## src/rtl/pre_pkg.sv

```systemverilog
// shared constants of the page request event interrupt block
package pre_pkg;
    // register port widths
    localparam int ADDR_W = 8;
    localparam int DATA_W = 32;
    // register offsets (byte addresses, one word each)
    localparam logic [7:0] OFF_STATUS = 8'hdc;   // pending / overflow flags
    localparam logic [7:0] OFF_CTRL = 8'he0;     // event control register
    localparam logic [7:0] OFF_MDATA = 8'he4;    // message data field
    localparam logic [7:0] OFF_MADDR = 8'he8;    // message address field
    localparam logic [7:0] OFF_IRQ_ST = 8'hf0;   // sticky event status
    localparam logic [7:0] OFF_IRQ_MSK = 8'hf4;  // event interrupt mask
    // status register fields
    localparam int PPR_BIT = 0;                  // pending request flag
    localparam int PRO_BIT = 1;                  // queue overflow flag
    // event control register fields
    localparam int MASK_BIT = 31;                // event mask bit
    localparam int PEND_BIT = 30;                // event pending bit
    localparam int RSV_HI = 29;                  // reserved preserve top
    localparam logic MASK_RESET = 1'b1;
    localparam logic PEND_RESET = 1'b0;
    localparam logic [29:0] RSV_RESET = 30'h0000_0000;
    // message fields
    localparam int MDATA_W = 16;                 // message data width
    localparam int MADDR_LO = 2;                 // address is dword aligned
    localparam logic [15:0] MDATA_RESET = 16'h0000;
    localparam logic [29:0] MADDR_RESET = 30'h0000_0000;
    // sticky interrupt event bits
    localparam int IRQ_W = 3;
    localparam int EV_SENT = 0;                  // message issued
    localparam int EV_DROP = 1;                  // pending serviced, no send
    localparam int EV_OVF = 2;                   // queue overflow seen
    localparam logic [2:0] IRQ_ST_RESET = 3'h0;
    localparam logic [2:0] IRQ_MSK_RESET = 3'h7;
    localparam logic [31:0] ZERO_WORD = 32'h0000_0000;
endpackage

```

## src/rtl/pre_event_intr.sv

```systemverilog
// Operation
// - no capability: control reads zero, ignores writes
// - unmasked pending event sends programmed message
// - mask resets set; masked never sends
// - queue entry setting request flag sets pending
// - queue overflow also sets pending
// - only both-flags-clear transition is new condition
// - pending holds while message held back
// - send and clear pending when hold ends
// - servicing request flag clears pending, no send
// - entry sets request flag; write one clears
// - overflow sets overflow flag; write one clears
// - message data is sixteen-bit data field
// - message address is bits 31:2, aligned
`timescale 1ns/100ps
`default_nettype none
module pre_event_intr (
    input wire logic clk,
    input wire logic reset,
    // register port
    input wire logic [pre_pkg::ADDR_W-1:0] reg_addr,
    input wire logic [pre_pkg::DATA_W-1:0] reg_wdata,
    input wire logic reg_write,
    input wire logic reg_read,
    output logic [pre_pkg::DATA_W-1:0] reg_rdata,
    // queue side events, one-cycle pulses from logic on clk
    input wire logic entry_added,
    input wire logic queue_overflow,
    // capability strap, asynchronous level
    input wire logic page_request_capability,
    // fabric side: ready means a strobe next cycle is accepted
    input wire logic msg_ready,
    output logic msg_valid,
    output logic [31:0] msg_addr,
    output logic [15:0] msg_data,
    // level interrupt
    output logic irq
);
    import pre_pkg::*;

    // the decode compares only the low byte of the address
    if (ADDR_W < 8) begin : g_addr_check
        $error("pre_event_intr: address port narrower than offsets");
    end

    // address match, used for every register
    function automatic logic hit(input logic [ADDR_W-1:0] a,
                                 input logic [7:0] off);
        hit = (a[7:0] == off);
    endfunction

    // capability synchroniser; first stage is read only by the second
    logic cap_meta_reg;
    logic cap_reg;

    // state flip-flops
    logic ppr_reg;                 // pending request flag
    logic pro_reg;                 // queue overflow flag
    logic mask_reg;                // event mask bit
    logic pend_reg;                // event pending bit
    logic [15:0] mdata_reg;        // message data field
    logic [29:0] maddr_reg;        // message address bits 31:2
    logic [IRQ_W-1:0] irq_st_reg;  // sticky event status
    logic [IRQ_W-1:0] irq_msk_reg; // event mask, one blocks
    logic msg_valid_reg;
    logic [31:0] msg_addr_reg;
    logic [15:0] msg_data_reg;
    logic [31:0] rdata_reg;
    logic irq_reg;

    // next values
    logic ppr_next;
    logic pro_next;
    logic mask_next;
    logic pend_next;
    logic [IRQ_W-1:0] irq_st_next;
    logic [31:0] rdata_next;

    // register decode
    wire wr_status = reg_write && hit(reg_addr, OFF_STATUS);
    wire wr_ctrl = reg_write && hit(reg_addr, OFF_CTRL) && cap_reg;
    wire wr_mdata = reg_write && hit(reg_addr, OFF_MDATA) && cap_reg;
    wire wr_maddr = reg_write && hit(reg_addr, OFF_MADDR) && cap_reg;
    wire wr_irq_st = reg_write && hit(reg_addr, OFF_IRQ_ST);
    wire wr_irq_msk = reg_write && hit(reg_addr, OFF_IRQ_MSK);

    // events count only when the feature is present
    wire ev_entry = entry_added && cap_reg;
    wire ev_ovf = queue_overflow && cap_reg;

    // a new condition needs both flags clear beforehand
    wire new_cond = (ev_entry || ev_ovf) && !ppr_reg && !pro_reg;

    // software writes one to the request flag while a message waits
    wire svc = wr_status && reg_wdata[PPR_BIT] && pend_reg;

    // fabric not ready is the transient hold; the mask is the other
    wire issue = pend_reg && !mask_reg && msg_ready;

    // a service write that meets an issue is too late to stop it
    wire drop = svc && !issue;

    // flag updates: hardware set wins over the clearing write
    assign ppr_next = ev_entry ||
        (ppr_reg && !(wr_status && reg_wdata[PPR_BIT]));
    assign pro_next = ev_ovf ||
        (pro_reg && !(wr_status && reg_wdata[PRO_BIT]));

    // mask bit, software writable only when the feature exists
    assign mask_next = wr_ctrl ? reg_wdata[MASK_BIT] : mask_reg;

    // pending: set on new condition, else held until issue or service
    assign pend_next = new_cond || (pend_reg && !issue && !svc);

    // sticky events, set wins over write-one-to-clear
    wire [IRQ_W-1:0] irq_set = {ev_ovf, drop, issue};
    wire [IRQ_W-1:0] irq_clr = wr_irq_st ? reg_wdata[IRQ_W-1:0] : '0;
    assign irq_st_next = irq_set | (irq_st_reg & ~irq_clr);

    // read views of each register
    wire [31:0] status_view = {30'h0000_0000, pro_reg, ppr_reg};
    // reserved bits are never altered by writes, so the reset value stands
    wire [31:0] ctrl_view = cap_reg ?
        {mask_reg, pend_reg, RSV_RESET} : ZERO_WORD;
    wire [31:0] mdata_view = cap_reg ? {16'h0000, mdata_reg} : ZERO_WORD;
    wire [31:0] maddr_view = cap_reg ? {maddr_reg, 2'h0} : ZERO_WORD;
    wire [31:0] irq_st_view = {29'h0000_0000, irq_st_reg};
    wire [31:0] irq_msk_view = {29'h0000_0000, irq_msk_reg};

    // read mux; unmapped addresses and idle cycles give zero
    assign rdata_next =
        !reg_read ? ZERO_WORD :
        hit(reg_addr, OFF_STATUS) ? status_view :
        hit(reg_addr, OFF_CTRL) ? ctrl_view :
        hit(reg_addr, OFF_MDATA) ? mdata_view :
        hit(reg_addr, OFF_MADDR) ? maddr_view :
        hit(reg_addr, OFF_IRQ_ST) ? irq_st_view :
        hit(reg_addr, OFF_IRQ_MSK) ? irq_msk_view : ZERO_WORD;

    // capability strap through two flops; absent until seen
    always_ff @(posedge clk) begin
        if (reset) begin
            cap_meta_reg <= 1'b0;
            cap_reg <= 1'b0;
        end else begin
            cap_meta_reg <= page_request_capability;
            cap_reg <= cap_meta_reg;
        end
    end

    // flags and event control state
    always_ff @(posedge clk) begin
        if (reset) begin
            ppr_reg <= 1'b0;
            pro_reg <= 1'b0;
            mask_reg <= MASK_RESET;
            pend_reg <= PEND_RESET;
        end else begin
            ppr_reg <= ppr_next;
            pro_reg <= pro_next;
            mask_reg <= mask_next;
            pend_reg <= pend_next;
        end
    end

    // message data and address fields
    always_ff @(posedge clk) begin
        if (reset) begin
            mdata_reg <= MDATA_RESET;
            maddr_reg <= MADDR_RESET;
        end else begin
            if (wr_mdata) begin
                mdata_reg <= reg_wdata[MDATA_W-1:0];
            end
            if (wr_maddr) begin
                maddr_reg <= reg_wdata[31:MADDR_LO];
            end
        end
    end

    // one-cycle posted write strobe, fields latched with it
    always_ff @(posedge clk) begin
        if (reset) begin
            msg_valid_reg <= 1'b0;
            msg_addr_reg <= ZERO_WORD;
            msg_data_reg <= MDATA_RESET;
        end else begin
            msg_valid_reg <= issue;
            if (issue) begin
                msg_addr_reg <= {maddr_reg, 2'h0};
                msg_data_reg <= mdata_reg;
            end
        end
    end

    // sticky status, mask and level interrupt; irq lags status by one
    always_ff @(posedge clk) begin
        if (reset) begin
            irq_st_reg <= IRQ_ST_RESET;
            irq_msk_reg <= IRQ_MSK_RESET;
            irq_reg <= 1'b0;
        end else begin
            irq_st_reg <= irq_st_next;
            if (wr_irq_msk) begin
                irq_msk_reg <= reg_wdata[IRQ_W-1:0];
            end
            irq_reg <= |(irq_st_reg & ~irq_msk_reg);
        end
    end

    // read data stands one cycle after the strobe only
    always_ff @(posedge clk) begin
        if (reset) begin
            rdata_reg <= ZERO_WORD;
        end else begin
            rdata_reg <= rdata_next;
        end
    end

    assign reg_rdata = rdata_reg;
    assign msg_valid = msg_valid_reg;
    assign msg_addr = msg_addr_reg;
    assign msg_data = msg_data_reg;
    assign irq = irq_reg;
endmodule // pre_event_intr
`default_nettype wire

```

## config.mk

```make
export PLATFORM = sky130hd
export DESIGN_NAME = pre_event_intr
export DESIGN_NICKNAME = d
export VERILOG_FILES = /design/src/rtl/pre_pkg.sv /design/src/rtl/pre_event_intr.sv
export SDC_FILE = /design/constraint.sdc
export NUM_CORES = 1
export LEC_CHECK = 0
export ABC_AREA = 1
export BUFFER_PORTS_ARGS = -buffer_cell sky130_fd_sc_hd__buf_2
export CAP_MARGIN = 20
export CORE_MARGIN = 3
export CORE_UTILIZATION = 30
export DETAILED_ROUTE_END_ITERATION = 10
export GPL_TIMING_DRIVEN = 1
export PLACE_DENSITY = 0.49
export SYNTH_ARGS = -nofsm -noshare
export SYNTH_HDL_FRONTEND = slang
export SYNTH_SLANG_ARGS = --single-unit
```

## constraint.sdc

```tcl
create_clock -name clk -period 2.83 [get_ports clk]
set_input_delay 0.566 -clock clk [delete_from_list [all_inputs] [get_ports clk]]
set_output_delay 0.566 -clock clk [all_outputs]
set_load 0.03 [all_outputs]
```

==> results of run 1 <==
stage by stage:
stage / setup WS (ns) / total power (W)
2_1_floorplan: 1.25 / 0.00205
3_3_place_gp: 0.692 / 0.00211
3_5_place_dp: 0.623 / 0.00211
4_1_cts: 0.987 / 0.00432
5_1_grt: 0.810 / 0.00441
6_report: 1.02 / 0.00426
where the power goes:
part | internal [W] | switching (W)
Sequential | 0.00195 | 0.00000329
Clock | 0.00133 | 0.000858
Combinational | 0.0000382 | 0.0000830
critical path, cell delays in order (launching register included):
cell and delay [ns]:
sky130_fd_sc_hd__dfxtp_1 0.47, sky130_fd_sc_hd__inv_1 0.20, sky130_fd_sc_hd__nor2_4 0.15, sky130_fd_sc_hd__buf_4 0.22
sky130_fd_sc_hd__inv_2 0.09, sky130_fd_sc_hd__nor2_8 0.25, sky130_fd_sc_hd__inv_2 0.23, sky130_fd_sc_hd__nor2_1 0.13
per-layer routing:
| layer | wire (um) | share of wire | vias up | GRT usage |
|---|---|---|---|---|
| li1 | - | - | 2255 | - |
| met1 | 6590 | 0.47 | 2059 | 0.203 |
| met2 | 6240 | 0.45 | 116 | 0.242 |
| met3 | 880 | 0.063 | 18 | 0.0520 |
| met4 | 217 | 0.016 | 2 | 0.0543 |
| met5 | 13 | 0.00093 | - | 0 |
cell type report:
| cell class | count | share of cell area |
|---|---|---|
| timing repair buffer | 135 | 0.109 |
| inverter | 69 | 0.0405 |
| clock buffer | 20 | 0.0698 |
| multi-input combinational | 377 | 0.284 |
| sequential | 138 | 0.432 |
| antenna | 1 | 0.000391 |
| tap | 216 | 0.0423 |
| clock inverter | 12 | 0.0221 |
worst min-delay path by stage:
stage / endpoint / slack [ns] / cells past startpoint
6_report: cap_meta_reg / 0.35 / 3
2_1_floorplan: cap_reg / 0.39 / 2
5_1_grt: cap_meta_reg / 0.35 / 3
3_3_place_gp: cap_reg / 0.39 / 2
4_1_cts: cap_meta_reg / 0.33 / 3
3_5_place_dp: cap_reg / 0.39 / 2
layout by cell type, fill, tap and decap left out, drive strengths merged, types with 4 or more instances in the layout:
cell / count
inv: 72
nor2: 40
o211ai: 4
dfxtp: 138
buf: 135
a21oi: 100
o21ai: 62
clkinv: 5
nand2: 106
clkbuf: 20
nand3: 60
cells in the mapped netlist:
library cell / n
sky130_fd_sc_hd__nand2_4: 1
sky130_fd_sc_hd__o21ai_0: 62
sky130_fd_sc_hd__nand3_2: 1
sky130_fd_sc_hd__buf_2: 8
sky130_fd_sc_hd__buf_6: 2
sky130_fd_sc_hd__inv_1: 66
sky130_fd_sc_hd__a21oi_1: 100
sky130_fd_sc_hd__nand2_2: 3
sky130_fd_sc_hd__buf_4: 3
sky130_fd_sc_hd__inv_2: 3
sky130_fd_sc_hd__clkbuf_1: 21
sky130_fd_sc_hd__nand3_1: 59
sky130_fd_sc_hd__nor2_8: 1
sky130_fd_sc_hd__buf_1: 4
sky130_fd_sc_hd__nand3b_1: 1
sky130_fd_sc_hd__nor2_1: 24
sky130_fd_sc_hd__conb_1: 1
sky130_fd_sc_hd__dfxtp_1: 138
sky130_fd_sc_hd__buf_8: 1
sky130_fd_sc_hd__nor2_4: 4
sky130_fd_sc_hd__nor2_2: 11
sky130_fd_sc_hd__o211ai_1: 4
sky130_fd_sc_hd__nand2_1: 102
sky130_fd_sc_hd__nand4_1: 2
cell families (layout without fill, tap and decap cells):
| family | Yosys count | after routing | synth area share |
|---|---|---|---|
| buf+inv | 108 | 236 | 0.0902 |
| flops | 138 | 138 | 0.550 |
| simple gates | 209 | 209 | 0.192 |
| compound gates | 166 | 166 | 0.167 |
| other cells | 1 | 3 | 0.000747 |
==> Flow_metrics.wiki, run 1 <==
{| class="wikitable"
! Metric !! Value
|-
| Unrepaired setup endpoints after global routing || no
|-
| Setup repair bufs after CTS || 0
|-
| Biggest fanout along the worst timing path || 16
|-
| Crit path to || reg_rdata[29]
|-
| Vias || between 4000 and 5000
|-
| Area taken by multi-input logic gates || about 1800 sq um
|-
| Launching element of the worst setup path || cap_reg
|-
| Router iterations before antenna repair || 4
|-
| Finished Cell Area || around 6400 sq um
|-
| Clock latency of the later-clocked register in the worst-skew pair || 0.41 ns
|-
| Filler Cells Inserted || ~1700
|-
| CTS H-Tree Depth || 4
|-
| Layout cells sized above 1 || 0.254
|-
| Initial core utilization || 0.312
|-
| Post-Layout Cell Count || around 970
|-
| Count of cell types in the netlist || 24
|-
| Global-route wire length before repair || between 20000 and 25000 um
|-
| Quantity of I/O buffers inserted on ports || roughly 130
|-
| Global route overflow || 0
|-
| Share of the cycle needed by the critical path after routing || 0.639
|-
| Number of standard cells after synthesis || 622
|-
| Worst Min Path Start || page_request_capability
|-
| Critical path endpoint category || register
|-
| Final number of setup-violating endpoints || 0
|-
| Clock tree skew after final layout || between 0.006 and 0.007 ns
|-
| Buffer type at the clock tree root || sky130_fd_sc_hd__clkbuf_16
|-
| Netlist Area Pre-Place || roughly 5000 sq um
|-
| Maximum number of pins on one net before global-route repair || slightly below 70
|-
| Half-perimeter wire length after placement || between 9000 and 10000 um
|-
| Proportion of synthesized chip area in sequential cells || 0.550
|-
| Post-synthesis sequential element count || 138
|-
| Setup crit start kind || register
|-
| Achievable Freq || about 550 MHz
|-
| Sinks on Clock Net || between 100 and 150
|-
| Chip Height || about 140 um
|-
| Drt initial violations || between 200 and 250
|-
| Reg2Reg Capture Point || reg_rdata[29]
|-
| Hold-fix buffers at CTS || 0
|-
| Worst slack on hold paths || around 0.35 ns
|-
| Number of cells on the worst reg-to-reg path || 7
|-
| CP Class || register to register
|-
| Final routed wire length divided by cell count || approximately 14 um
|-
| Yosys top cell area share || 0.550
|-
| Number of max-slew violations in the final report || 0
|-
| Standby leakage power || about 2.7 nW
|-
| Count of instances resized after the clock tree is built || 0
|-
| Signal arrival time at the worst endpoint || roughly 2.2 ns
|-
| Maximum count of clock buffers along a single path || 2
|-
| RePlAce Congestion || a little over 0.8
|-
| Post-detailed-route DRC marker count || 0
|-
| Antenna Nets Post-Route || 0
|-
| Final core occ || 0.397
|-
| Power density relative to cell area || around 670 nW/um^2
|-
| GR Util All Layers || 0.156
|-
| Sequential standard cell area || roughly 2800 sq um
|-
| Max-capacitance violation count || 0
|-
| Area of the placeable core || 16100 sq um
|-
| Synthesized area per cell || slightly above 8 sq um
|-
| Post-synthesis cell type with the largest combined area || sky130_fd_sc_hd__dfxtp_1
|-
| Vias per cell || 4.60
|-
| Layout Area Growth over Synthesis || 27.4%
|-
| Req. time, crit path || 3.18 ns
|-
| Flip-flop count of the largest register after layout || 32
|-
| Net count of the finished layout || a little under 800
|-
| Slew margin rel. || 0.586
|-
| YS warnings || 0
|-
| Tightest Hold Check Type || primary input to register
|-
| TritonCTS clock tree || done
|-
| Actual slew at the worst max-slew pin || 0.621 ns
|-
| Placed cell areas || just under 6000 sq um
|-
| Result of the run || finished, final reports clean
|-
| Placed cell count || roughly 940
|-
| Die Footprint || 18300 sq um
|-
| Worst reg2reg startpoint || cap_reg
|-
| Std-Cell Rows || 46
|-
| Synth area leaders || sky130_fd_sc_hd__dfxtp_1 55%, sky130_fd_sc_hd__a21oi_1 10%, sky130_fd_sc_hd__nand2_1 7.6%
|-
| Flop2flop setup slack || just over 1 ns
|-
| Die W || 135 um
|-
| Wire length reported by the detailed router || approximately 14000 um
|-
| Final hold viol count || 0
|-
| Via count of the first global-routing pass || roughly 4500
|-
| Minimum period implied by the final worst setup slack || around 1.8 ns
|-
| TritonCTS buffer count || 17
|-
| Setup Total Neg Slack || 0 ns
|-
| Highest ir drop seen on vdd || ~0.43 mV
|-
| Reg clk slew, reported paths || around 0.060 ns
|-
| Total I/O pin count || between 100 and 150
|-
| Number of antenna violations at the first check in global routing || 2
|}
Note: power is estimated with default switching activity, not from simulation.
==> run 2: changes to the inputs <==
Settings changed: PLACE_DENSITY 0.49 to 0.51.
Clock period 2.83 ns to 1.5 ns, I/O delays scaled along.
==> Flow_metrics.wiki, run 2 (synthesis gave the netlist of run 1 again) <==
{| class="wikitable"
! Metric !! Value
|-
| Result of the run || finished, final reports clean
|-
| Tightest Hold Check Type || primary input to register
|-
| Critical path endpoint category || primary output
|-
| Setup repair bufs after CTS || 0
|-
| Maximum count of clock buffers along a single path || 2
|-
| Final routed wire length divided by cell count || ~14 um
|-
| Layout Area Growth over Synthesis || 30.7%
|-
| Unrepaired setup endpoints after global routing || no
|-
| Highest ir drop seen on vdd || a little over 0.8 mV
|-
| CTS H-Tree Depth || 4
|-
| Sinks on Clock Net || about 140
|-
| RePlAce Congestion || 0.877
|-
| Signal arrival time at the worst endpoint || 1.01 ns
|-
| Final core occ || 0.407
|-
| Critical path depth || 1
|-
| Pwr Total || about 0.0079 W
|-
| Slowest stage cell, crit path || sky130_fd_sc_hd__dfxtp_1
|-
| Number of antenna violations at the first check in global routing || 2
|-
| Flip-flop count of the largest register after layout || 32
|-
| Number of antenna diodes || 0
|-
| Max-capacitance violation count || 0
|-
| Worst path bufs/invs || 1
|-
| Area of the placeable core || ~16000 sq um
|-
| Buffer type at the clock tree root || sky130_fd_sc_hd__clkbuf_16
|-
| Die Footprint || 18300 sq um
|-
| Number of cells on the worst reg-to-reg path || 5
|-
| Via count of the first global-routing pass || between 4000 and 5000
|-
| CP Class || register to primary output
|-
| Count of instances resized after the clock tree is built || 0
|-
| Biggest fanout along the worst timing path || 2
|-
| Drt initial violations || approximately 170
|-
| Clock latency of the later-clocked register in the worst-skew pair || approximately 0.42 ns
|-
| Antenna Nets Post-Route || 0
|-
| Number of stages on the worst hold path || 3
|-
| Post-detailed-route DRC marker count || 0
|-
| Layout cells sized above 1 || 0.273
|-
| Most common cell after layout, fill and taps aside || sky130_fd_sc_hd__dfxtp_1
|-
| Max stage delay on crit path || 0.37 ns
|-
| TritonCTS buffer count || 17
|-
| Setup crit start kind || register
|-
| Std-Cell Rows || 46
|-
| Global-route wire length before repair || roughly 22000 um
|-
| Number of max-slew violations in the final report || 0
|-
| Net count of the finished layout || 804
|-
| Worst path top cell family by delay || flip-flops
|-
| Req. time, crit path || 1.20 ns
|-
| Global route overflow || 0
|-
| Clock tree skew after final layout || ~0.006 ns
|-
| Vias || 4492
|-
| Setup WS pre-CTS || -0.00743 ns
|-
| Least setup slack across all paths after layout || just under 0.2 ns
|-
| GR Util All Layers || 0.156
|-
| Half-perimeter wire length after placement || 9890 um
|-
| Router iterations before antenna repair || 5
|-
| Total I/O pin count || 130
|-
| Quantity of I/O buffers inserted on ports || about 130
|-
| Standby leakage power || ~2.8 nW
|-
| Hold-fix buffers at CTS || 0
|-
| Wire length reported by the detailed router || 13900 um
|-
| Crit-path cells || buf_2
|-
| Share of the cycle needed by the critical path after routing || 0.870
|-
| Power density relative to cell area || between 1000 and 1500 nW/um^2
|-
| Initial core utilization || 0.312
|-
| Maximum number of pins on one net before global-route repair || 68
|-
| Final number of setup-violating endpoints || 0
|-
| Chip Height || approximately 140 um
|-
| TritonCTS clock tree || done
|-
| Commonest cells after routing, fill and taps aside || 138 x sky130_fd_sc_hd__dfxtp_1, 127 x sky130_fd_sc_hd__buf_2, 102 x sky130_fd_sc_hd__nand2_1
|-
| Reg clk slew, reported paths || ~0.06 ns
|-
| Setup Total Neg Slack || 0 ns
|-
| Achievable Freq || 766 MHz
|-
| Final hold viol count || 0
|-
| Vias per cell || approximately 4.6
|-
| Die W || approximately 140 um
|-
| Minimum period implied by the final worst setup slack || approximately 1.3 ns
|}
## run 2: cell count changes in the layout (fill, tap and decap cells not counted)
cell,before,now
sky130_fd_sc_hd__clkbuf_1,2,0
sky130_fd_sc_hd__bufinv_16,2,1
sky130_fd_sc_hd__clkinvlp_4,2,3
sky130_fd_sc_hd__clkinv_2,1,5
sky130_fd_sc_hd__buf_12,0,5
sky130_fd_sc_hd__clkbuf_8,1,3
sky130_fd_sc_hd__inv_6,3,2
sky130_fd_sc_hd__clkinv_4,4,0
sky130_fd_sc_hd__buf_4,8,21
sky130_fd_sc_hd__diode_2,1,0
## run 2: worst paths after layout
path	startpoint	endpoint	slack (ns)
worst max-delay path	msg_data[11]	msg_data[11]	0.19
worst min-delay path	page_request_capability	cap_meta_reg	0.09
worst max register to register	cap_reg	maddr_reg[23]	0.20
worst min register to register	cap_meta_reg	cap_reg	0.41
## run 2: area by class of cell
class	count	area [sq um]
inverters	69	259
well taps	216	270
clock buffers	20	467
clock inverters	11	95.1
fillers	1675	9550
flip-flops and latches	138	2760
repair buffers	153	893
multi-input cells	377	1820
## run 2: through the flow
| stage | hold slack, ns | instance area (sq um) | std cells |
|---|---|---|---|
| 2_1_floorplan | 0.388 | 5030 | 623 |
| 3_3_place_gp | 0.407 | 6000 | 953 |
| 3_5_place_dp | 0.403 | 6000 | 953 |
| 4_1_cts | 0.0738 | 6570 | 984 |
| 5_1_grt | 0.0932 | 6570 | 984 |
| 6_report | 0.0912 | 6570 | 984 |
## run 2: report_power, final
part           switching (W)  internal (W)
Combinational       0.000159     0.0000842
Clock                0.00157       0.00239
Sequential        0.00000529       0.00367
Total                0.00174       0.00615
## run 2: metal layers
metal | vias up | global-route usage | wire length, um
met2 | 147 | 0.235 | 6100
met4 | 4 | 0.0566 | 281
met3 | 25 | 0.0639 | 1170
met5 | - | 0 | 34
li1 | 2282 | - | -
met1 | 2034 | 0.202 | 6340
